`src/rtl/bdf_pkg.sv`:
```
// What this block does
// - Hardwired variant captures strap level once at init, ignores later changes.
// - SPI variant holds diagnostic mode in a two-bit field of config register two.
// - Bridge modes: field zero disables off-state diagnostics; nonzero enables; on-state always.
// - Independent: zero low-side load with sense; two high-side load, no sense.
// - Diagnostic field writes accepted whenever SPI works, effective immediately.
// - Any fault pulls the open-drain fault output low, except in sleep or comparator pass-through.
// - Entering sleep releases the fault output.
// - SPI fault output is inverse of summary bit, except comparator pass-through case.
// - Each fault assertion logs into digest and status registers.
// - Logged bits clear only by clear-faults command, sleep request or reset.
// - Status bits identify every diagnosable fault uniquely.
// - Locked input register with off-state diagnostics drives comparator onto fault pin.
package bdf_pkg;

  localparam int          FAULT_W          = 8;
  localparam logic [1:0]  STRAP_PIN_A_RESET       = 2'h0;
  localparam logic [1:0]  STRAP_PIN_A_ZERO        = 2'h0;
  localparam logic [1:0]  STRAP_PIN_A_TWO         = 2'h2;
  localparam logic [7:0]  FAULT_RESET      = 8'h00;
  // Status bit positions, one per fault source
  localparam int          ST_OCP1          = 0;
  localparam int          ST_OCP2          = 1;
  localparam int          ST_TSD           = 2;
  localparam int          ST_OV            = 3;
  localparam int          ST_UV            = 4;
  localparam int          ST_ONLOAD1       = 5;
  localparam int          ST_ONLOAD2       = 6;
  localparam int          ST_OLP           = 7;

  typedef enum logic [1:0] {
    BDF_MODE_PHEN,
    BDF_MODE_PWM,
    BDF_MODE_INDEP
  } bdf_mode_e;

  typedef struct packed {
    logic offstate_strap_pin_a_en;
    logic onstate_strap_pin_a_en;
    logic sense_reg_en;
    logic high_side_load;
  } bdf_strap_pin_a_cfg_s;

endpackage

```
`src/rtl/bdf_top.sv`:
```
`timescale 1ns/1ps
`default_nettype none
module bdf_top (
  input  wire logic                         core_clk,
  input  wire logic                         rst_n,
  input  wire logic                         spi_variant,
  input  wire bdf_pkg::bdf_mode_e           mode,
  input  wire logic                         strap_pin_a,
  input  wire logic                         init_done,
  input  wire logic                         sleep_n_pin,
  input  wire logic                         strap_pin_a_wr,
  input  wire logic [1:0]                   strap_pin_a_wdata,
  input  wire logic                         clear_faults_cmd,
  input  wire logic                         spi_in_locked,
  input  wire logic                         offstate_comparator_out,
  input  wire logic [bdf_pkg::FAULT_W-1:0]  fault_evt,
  output logic [1:0]                        strap_pin_a_select_field,
  output logic                              offstate_strap_pin_a_en,
  output logic                              onstate_strap_pin_a_en,
  output logic                              current_regulation,
  output logic                              high_side_load,
  output logic [bdf_pkg::FAULT_W-1:0]       active_status_reg,
  output logic [bdf_pkg::FAULT_W-1:0]       standby_status_reg,
  output logic                              fault_digest_reg,
  output logic                              fault_out_n_o,
  output logic                              fault_out_n_oe
);

  logic                         strap_done_reg;
  logic                         strap_done_next;
  logic                         strap_lvl_reg;
  logic                         strap_lvl_next;
  logic [1:0]                   field_reg;
  logic [1:0]                   field_next;
  logic                         sleep_prev_reg;
  logic                         sleep_req;
  logic [1:0]                   strap_pin_a_sel;
  bdf_pkg::bdf_strap_pin_a_cfg_s       cfg;
  logic [bdf_pkg::FAULT_W-1:0]  status;
  logic                         summary;
  logic                         pull_low;
  logic                         oe_next;

  // Falling edge of the sleep pin is the sleep request
  assign sleep_req = sleep_prev_reg & ~sleep_n_pin;

  // Strap caught once after init; held for the rest of the session
  always_comb begin
    strap_done_next = strap_done_reg | init_done;
    strap_lvl_next  = strap_lvl_reg;
    if (init_done && !strap_done_reg) begin
      strap_lvl_next = strap_pin_a;
    end
  end

  // Field write takes effect on the next edge, any time
  always_comb begin
    field_next = field_reg;
    if (strap_pin_a_wr) begin
      field_next = strap_pin_a_wdata;
    end
  end

  // Strap maps to low-side load, off-state on, or disabled
  assign strap_pin_a_sel = spi_variant ? field_reg : {1'b0, strap_lvl_reg};

  always_ff @(posedge core_clk) begin
    if (!rst_n) begin
      strap_done_reg <= 1'b0;
      strap_lvl_reg  <= 1'b0;
      field_reg      <= bdf_pkg::STRAP_PIN_A_RESET;
      sleep_prev_reg <= 1'b1;
    end else begin
      strap_done_reg <= strap_done_next;
      strap_lvl_reg  <= strap_lvl_next;
      field_reg      <= field_next;
      sleep_prev_reg <= sleep_n_pin;
    end
  end

  bdf_strap_pin_a_decode i_bdf_strap_pin_a_decode (
    .core_clk (core_clk),
    .rst_n    (rst_n),
    .strap_pin_a_sel (strap_pin_a_sel),
    .mode     (mode),
    .cfg_reg  (cfg)
  );

  bdf_fault_log i_bdf_fault_log (
    .core_clk         (core_clk),
    .rst_n            (rst_n),
    .fault_evt        (fault_evt),
    .clear_faults_cmd (clear_faults_cmd),
    .sleep_req        (sleep_req),
    .status_reg       (status),
    .summary_reg      (summary)
  );

  // Fault pin: comparator pass-through or inverted summary; sleep releases
  always_comb begin
    pull_low = summary;
    if (cfg.offstate_strap_pin_a_en && (spi_in_locked || !spi_variant)) begin
      pull_low = ~offstate_comparator_out;
    end
    oe_next = pull_low & sleep_n_pin;
  end

  // All outputs registered; status reflects the log one cycle later, except standby bit 7, which carries the comparator
  always_ff @(posedge core_clk) begin
    if (!rst_n) begin
      strap_pin_a_select_field  <= bdf_pkg::STRAP_PIN_A_RESET;
      offstate_strap_pin_a_en   <= 1'b0;
      onstate_strap_pin_a_en    <= 1'b0;
      current_regulation <= 1'b0;
      high_side_load     <= 1'b0;
      active_status_reg  <= bdf_pkg::FAULT_RESET;
      standby_status_reg <= bdf_pkg::FAULT_RESET;
      fault_digest_reg   <= 1'b0;
      fault_out_n_o      <= 1'b0;
      fault_out_n_oe     <= 1'b0;
    end else begin
      strap_pin_a_select_field  <= field_reg;
      offstate_strap_pin_a_en   <= cfg.offstate_strap_pin_a_en;
      onstate_strap_pin_a_en    <= cfg.onstate_strap_pin_a_en;
      current_regulation <= cfg.sense_reg_en;
      high_side_load     <= cfg.high_side_load;
      active_status_reg  <= status;
      standby_status_reg <= {offstate_comparator_out, status[bdf_pkg::FAULT_W-2:0]};
      fault_digest_reg   <= summary;
      fault_out_n_o      <= 1'b0;
      fault_out_n_oe     <= oe_next;
    end
  end

endmodule
`default_nettype wire

```
`src/rtl/bdf_strap_pin_a_decode.sv`:
```
`timescale 1ns/1ps
`default_nettype none
module bdf_strap_pin_a_decode (
  input  wire logic                   core_clk,
  input  wire logic                   rst_n,
  input  wire logic [1:0]             strap_pin_a_sel,
  input  wire bdf_pkg::bdf_mode_e     mode,
  output var bdf_pkg::bdf_strap_pin_a_cfg_s  cfg_reg
);

  bdf_pkg::bdf_strap_pin_a_cfg_s cfg_next;

  // Mode table decode of the selection field
  always_comb begin
    cfg_next = '0;
    case (mode)
      bdf_pkg::BDF_MODE_PHEN,
      bdf_pkg::BDF_MODE_PWM: begin
        cfg_next.offstate_strap_pin_a_en = (strap_pin_a_sel != bdf_pkg::STRAP_PIN_A_ZERO);
        cfg_next.onstate_strap_pin_a_en  = 1'b1;
        cfg_next.sense_reg_en     = 1'b1;
      end
      bdf_pkg::BDF_MODE_INDEP: begin
        // Bit 0 enables off-state, bit 1 picks high-side load
        cfg_next.offstate_strap_pin_a_en = strap_pin_a_sel[0];
        cfg_next.high_side_load   = strap_pin_a_sel[1];
        cfg_next.onstate_strap_pin_a_en  = strap_pin_a_sel[1];
        cfg_next.sense_reg_en     = ~strap_pin_a_sel[1];
      end
      default: cfg_next = '0;
    endcase
  end

  always_ff @(posedge core_clk) begin
    if (!rst_n) begin
      cfg_reg <= '0;
    end else begin
      cfg_reg <= cfg_next;
    end
  end

endmodule
`default_nettype wire

```
`src/rtl/bdf_fault_log.sv`:
```
`timescale 1ns/1ps
`default_nettype none
module bdf_fault_log (
  input  wire logic                         core_clk,
  input  wire logic                         rst_n,
  input  wire logic [bdf_pkg::FAULT_W-1:0]  fault_evt,
  input  wire logic                         clear_faults_cmd,
  input  wire logic                         sleep_req,
  output logic [bdf_pkg::FAULT_W-1:0]       status_reg,
  output logic                              summary_reg
);

  logic [bdf_pkg::FAULT_W-1:0] status_next;

  // Sticky capture; a new event wins over a clear in the same cycle
  always_comb begin
    status_next = status_reg;
    if (clear_faults_cmd || sleep_req) begin
      status_next = bdf_pkg::FAULT_RESET;
    end
    status_next = status_next | fault_evt;
  end

  always_ff @(posedge core_clk) begin
    if (!rst_n) begin
      status_reg  <= bdf_pkg::FAULT_RESET;
      summary_reg <= 1'b0;
    end else begin
      status_reg  <= status_next;
      summary_reg <= |status_next;
    end
  end

endmodule
`default_nettype wire

```
`config.mk`:
```
export PLATFORM = sky130hd
export DESIGN_NAME = bdf_top
export DESIGN_NICKNAME = d
export VERILOG_FILES = /design/src/rtl/bdf_pkg.sv /design/src/rtl/bdf_top.sv /design/src/rtl/bdf_strap_pin_a_decode.sv /design/src/rtl/bdf_fault_log.sv
export SDC_FILE = /design/constraint.sdc
export NUM_CORES = 1
export LEC_CHECK = 0
export CORE_MARGIN = 2
export CORE_UTILIZATION = 63
export CTS_BUF_LIST = sky130_fd_sc_hd__clkbuf_8
export DETAILED_ROUTE_END_ITERATION = 10
export DONT_BUFFER_PORTS = 1
export GPL_TIMING_DRIVEN = 1
export PLACE_DENSITY = 0.83
export RECOVER_POWER = 100
export SLEW_MARGIN = 0
export SYNTH_ARGS = -nofsm -noshare
export SYNTH_HDL_FRONTEND = slang
export SYNTH_SLANG_ARGS = --single-unit
export TNS_END_PERCENT = 5
```
`constraint.sdc`:
```
create_clock -name core_clk -period 1.2 [get_ports core_clk]
set_input_delay 0.24 -clock core_clk [delete_from_list [all_inputs] [get_ports core_clk]]
set_output_delay 0.24 -clock core_clk [all_outputs]
set_load 0.005 [all_outputs]
```
# --- Yosys cells after proc, flatten, opt, wreduce, memory -nomap -nowiden ---
# Index checks and enable logic that the tools add are counted.
word_totals:
  regBits: 42
  input_bits: 22
  out_inout_bits: 25
  word_cells: 43
classes:
  eq_ne: 2
  n_mux: 4
  bitwise_logic: 7
  reduce_logical: 11
ops:
  columns: ["cell", "count"]
  rows:
  - ["$mux 8", 1]
  - ["$or 8x8->8", 1]
  - ["$reduce_or 8->1", 1]
  - ["$pmux 3 s2", 1]
  - ["$not 1->1", 3]
  - ["$and 1x1->1", 2]
  - ["$eq 2x1->1 const B", 1]
  - ["$eq 2x2->1 const B", 1]
  - ["$logic_and 1x1->1", 2]
  - ["$logic_not 1->1", 2]
  - ["$logic_not 2->1", 1]
  - ["$logic_or 1x1->1", 2]
  - ["$mux 2", 1]
  - ["$reduce_and 2->1", 1]
  - ["$reduce_bool 2->1", 1]
  - ["$reduce_or 2->1", 1]
  - ["$mux 1", 1]
  - ["$or 1x1->1", 1]

# --- Longest topological paths before layout ---
logic_depth:
  word_depth: 6
  depth_mapped: 4

# --- Modules after synthesis ---
# From an unflattened synthesis, not the netlist that was laid out.
hier_totals:
  cells_unflattened: 112
  area_unflattened_um2: 1187.4
modules_own_cells:
  columns: ["mod", "n_inst", "cells_each", "area_per_inst_um2", "seq_area_each_um2"]
  rows:
  - ["bdf_top", 1, 66, 750.7, 440.4]
  - ["bdf_fault_log", 1, 33, 302.8, 180.2]
  - ["bdf_strap_pin_a_decode", 1, 13, 133.9, 80.1]

# --- Worst setup path before layout ---
# No wires, ideal clock.
synth_timing:
  kind: "reg-to-reg"
  start: "reg i_bdf_fault_log.status_reg[5] (netlist bit)"
  end: "reg i_bdf_fault_log.summary_reg"
  setup_ns: 0.125
  arrival_time_ns: 0.986
  required_ns: 1.075
  slack_ns: 0.089
  path_stages_with_launch: 4
  path_buffers: 0
  period_less_slack_ns: 1.111
  cell_sequence: "dfxtp_1 nor4_2 a211oi_1 o41a_1"
synth_via:
  elab_chain_cells: 3
synth_lines:
  columns: ["item", "line", "text"]
  rows:
  - ["from (decl)", "bdf_fault_log.sv:9", "output logic [bdf_pkg::FAULT_W-1:0] status_reg,"]
  - ["from (signal assigned)", "bdf_fault_log.sv:26", "status_reg <= bdf_pkg::FAULT_RESET;"]
  - ["from (signal assigned)", "bdf_fault_log.sv:29", "status_reg <= status_next;"]
  - ["$mux 8", "bdf_fault_log.sv:18", "if (clear_faults_cmd || sleep_req) begin"]
  - ["$or 8x8->8", "bdf_fault_log.sv:21", "status_next = status_next | fault_evt;"]
  - ["$reduce_or 8->1", "bdf_fault_log.sv:30", "summary_reg <= |status_next;"]
  - ["to (signal assigned)", "bdf_fault_log.sv:30", null]
  - ["to (decl)", "bdf_fault_log.sv:10", "output logic summary_reg"]
# Every way passes these cells.
# A chain may end at the register's enable or synchronous reset.

# --- Worst setup path after layout ---
layout_timing:
  start: "reg i_bdf_fault_log.status_reg[2] (netlist bit)"
  end: "reg i_bdf_fault_log.summary_reg"
# The elaborated chain is that of the path after synthesis.

==> key figures <==
Setup path
  – Critical path depth in cells: 3
  – Buf/Inv on CP: 0
  – Worst reg2reg path startpoint: i_bdf_fault_log.status_reg[2]
  – Setup CP Type: reg2reg
  – Crit path cell chain: nor4_2 -> a211oi_1 -> o41a_1
  – Startpoint Class: register
  – Worst path required time: 1.36 ns
  – CP peak stage delay: 0.34 ns
  – CP top delay family: compound AO/OA/AOI/OAI gates
  – Critical-path maximum fanout: 3
  – Worst Setup End Kind: register
  – Critical path origin: i_bdf_fault_log.status_reg[2]
  – Slowest-stage cell, CP: dfxtp_1
  – CP arrival: 1.32 ns
  – R2R depth: 3

Floorplanning
  – DIE AREA: 2290 sq um
  – Initial Util: 0.686
  – Die extent in y: roughly 48 um
  – Rows: 15
  – Die Width: 47.8 um
  – Core Footprint: 1760 sq um
  – Ports: 47

Power
  – Sw frac: 0.197
  – Clock share of power: 0.393
  – Power share of the sequential group: 0.565
  – Maximum vdd ir drop: ~1.1 mV
  – Sw power: between 400 and 500 uW
  – P per Cell Area: 1770 nW/um^2
  – Leak pwr: 0.000515 uW
  – Logic pwr share: 0.042
  – Internal power: 1790 uW

GRT
  – Global-route wire length before repair: 2.96 mm
  – Initial antenna violation count: 0
  – Pin count of the biggest net entering global routing: 31
  – Gr usage total: 0.210
  – Number of global-route vias before repair: 680
  – Global route overflow: 0

Route
  – Final ANT Viol Nets: 0
  – Vias per cell: 5.29
  – Number of DRC markers in iteration 0: 16
  – First drt pass iteration count: 4
  – Vias: 719
  – DRC Markers: 0
  – Wire length per cell: 14.4 um
  – Final WL: just under 2 mm

Final layout
  – Area of the multi-input gates: between 400 and 500 sq um
  – Nets@finish: about 130
  – Seq. cell area: 702 sq um
  – # diodes: 0
  – Final std cells w/o fill: about 140
  – Final instance area: 1260 sq um
  – Most frequent cells in the layout: dfxtp_1 (34), and2_1 (12), nor3b_1 (8), o21a_1 (8), clkbuf_8 (7)
  – Layout area overhead: 4.45%
  – Commonest non-fill, non-tap cell in the layout: dfxtp_1
  – Ratio of cells with drive above 1 in the final layout: 0.108
  – Layout fillers: 140

Synth
  – Post-synthesis adder-cell area fraction: 0
  – Post-synth net total: 137
  – Post-Syn Area per Cell: around 11 sq um
  – Largest family of logic cells by synthesized area: simple AND/OR/NAND/NOR gates
  – Register area share after synthesis: 0.579
  – Post-synthesis simple-gate area fraction: 0.214
  – Yosys warnings: 0
  – Mapped Cells: 115
  – Synth Area in XOR/XNOR: 0
  – Register bit total from synthesis: 35
  – Synth Cell Area: about 1200 sq um
  – Synth Area in Compound Gates: 0.0982
  – Multiplexer share of the synthesized area: 0.0248
  – Netlist cell types: 24

Clock network
  – Clock transition at path regs: ~0.060 ns
  – CTS root buffer: clkbuf_8
  – CTS tree: yes
  – Clock sinks: 35
  – H-tree Lvls: 2
  – Max clock buf depth: 2
  – CTS Buf Count: 5
  – Clk Latency, worst-skew pair: 0.28 ns
  – Post-CTS setup buffer count: 0

STA
  – Setup violators final: 0
  – Clock skew: 0.00562 ns
  – Final Critical Period: 1.15 ns
  – Peak Freq: between 0.8 and 0.9 GHz
  – Final Hold Viols: 0
  – Slew Limit Fails: 0
  – Tcrit/Tclk final: 0.960
  – RSZ-0062 raised after global routing: false

Hold path
  – Hold WC Path Type: in2reg
  – Hold Startpoint: rst_n
  – Hold Path Depth: 1

Placement
  – Post-DP HPWL: 1.41 mm
  – Dpl cells: 128
  – Port Buffer Count: 0
  – Area after DPL: 1160 sq um
  – Final Wtd Congestion: 0.668

Run status
  – Outcome: finished clean

Run
  – Max-cap violations: 0
==> synth_stat cells (all sizes together) <==
cell | count | area, sq um
and2 | 15 | 95.1
conb | 1 | 3.75
nand2b | 2 | 12.5
nor4 | 2 | 18.8
a211oi | 2 | 15.0
dfxtp | 35 | 701
nor3 | 3 | 15.0
clkbuf | 1 | 3.75
a21oi | 2 | 10.0
a311oi | 1 | 8.76
a21o | 1 | 7.51
o41a | 1 | 11.3
a31oi | 1 | 6.26
nor3b | 8 | 60.1
mux2i | 3 | 30.0
nand2 | 6 | 22.5
nor2 | 6 | 22.5
o21a | 8 | 60.1
inv | 3 | 11.3
buf | 12 | 82.6
nor2b | 2 | 12.5
==> repair_timing <==
action | CTS | global route
endpoints found under the hold margin | 0 | 0
pin swaps | 3 | 0
hold buffers | 0 | 0
setup endpoints to repair | 1 | 1
gates resized for setup | 1 | 1
==> worst reg2reg max path, cell delays in order, from the launching register on <==
cell,delay (ns)
dfxtp_1,0.34
nor4_2,0.26
a211oi_1,0.11
o41a_1,0.32
==> metal layers <==
metal  GRT usage  wire, um  part of all wire
met5           0         0                 0
met4       0.157        44             0.022
met3       0.140       222              0.11
met2       0.296       928              0.47
met1       0.220       766              0.39
==> logic make-up after synthesis <==
logic type / Yosys count
AND/OR/NAND/NOR: 44
buffers and inverters: 16
multiplexers: 3
AO/OA/AOI/OAI: 16
other: 1
flip-flops: 35
==> power by group through the flow <==
stage	combinational [uW]	clock [uW]	sequential (uW)
floorplan	116	0	1270
global placement	91.0	0	1280
detailed placement	95.4	0	1290
CTS	96.5	907	1260
global route	106	951	1270
finish	94.1	879	1260
==> worst paths after layout <==
path	to	slack, ns
setup / recovery	i_bdf_fault_log.summary_reg	0.05
hold / removal	sleep_prev_reg	0.05
setup reg to reg	i_bdf_fault_log.summary_reg	0.05
hold reg to reg	current_regulation	0.43
==> area by class of cell <==
class                      instances  share of cell area
clock buffer                       7              0.0762
clock inverter                     1             0.00297
inverter                           3             0.00891
multi-input combinational         64               0.328
sequential                        35               0.555
tap                               25              0.0248
timing repair buffer               1             0.00396
==> metrics by stage <==
stage	TNS, ns	setup slack [ns]	power, uW	util	hold WS [ns]
after global placement	0	0.0569	1370	0.659	0.320
after floorplan	0	0.0889	1390	-	0.329
after CTS	0	0.0118	2260	0.716	0.0294
final	0	0.0475	2240	0.716	0.0471
after detailed placement	-0.0205	-0.0205	1380	0.659	0.329
after global routing	0	0.0171	2330	0.716	0.0279
No activity file was read; power rests on OpenSTA's default activity.
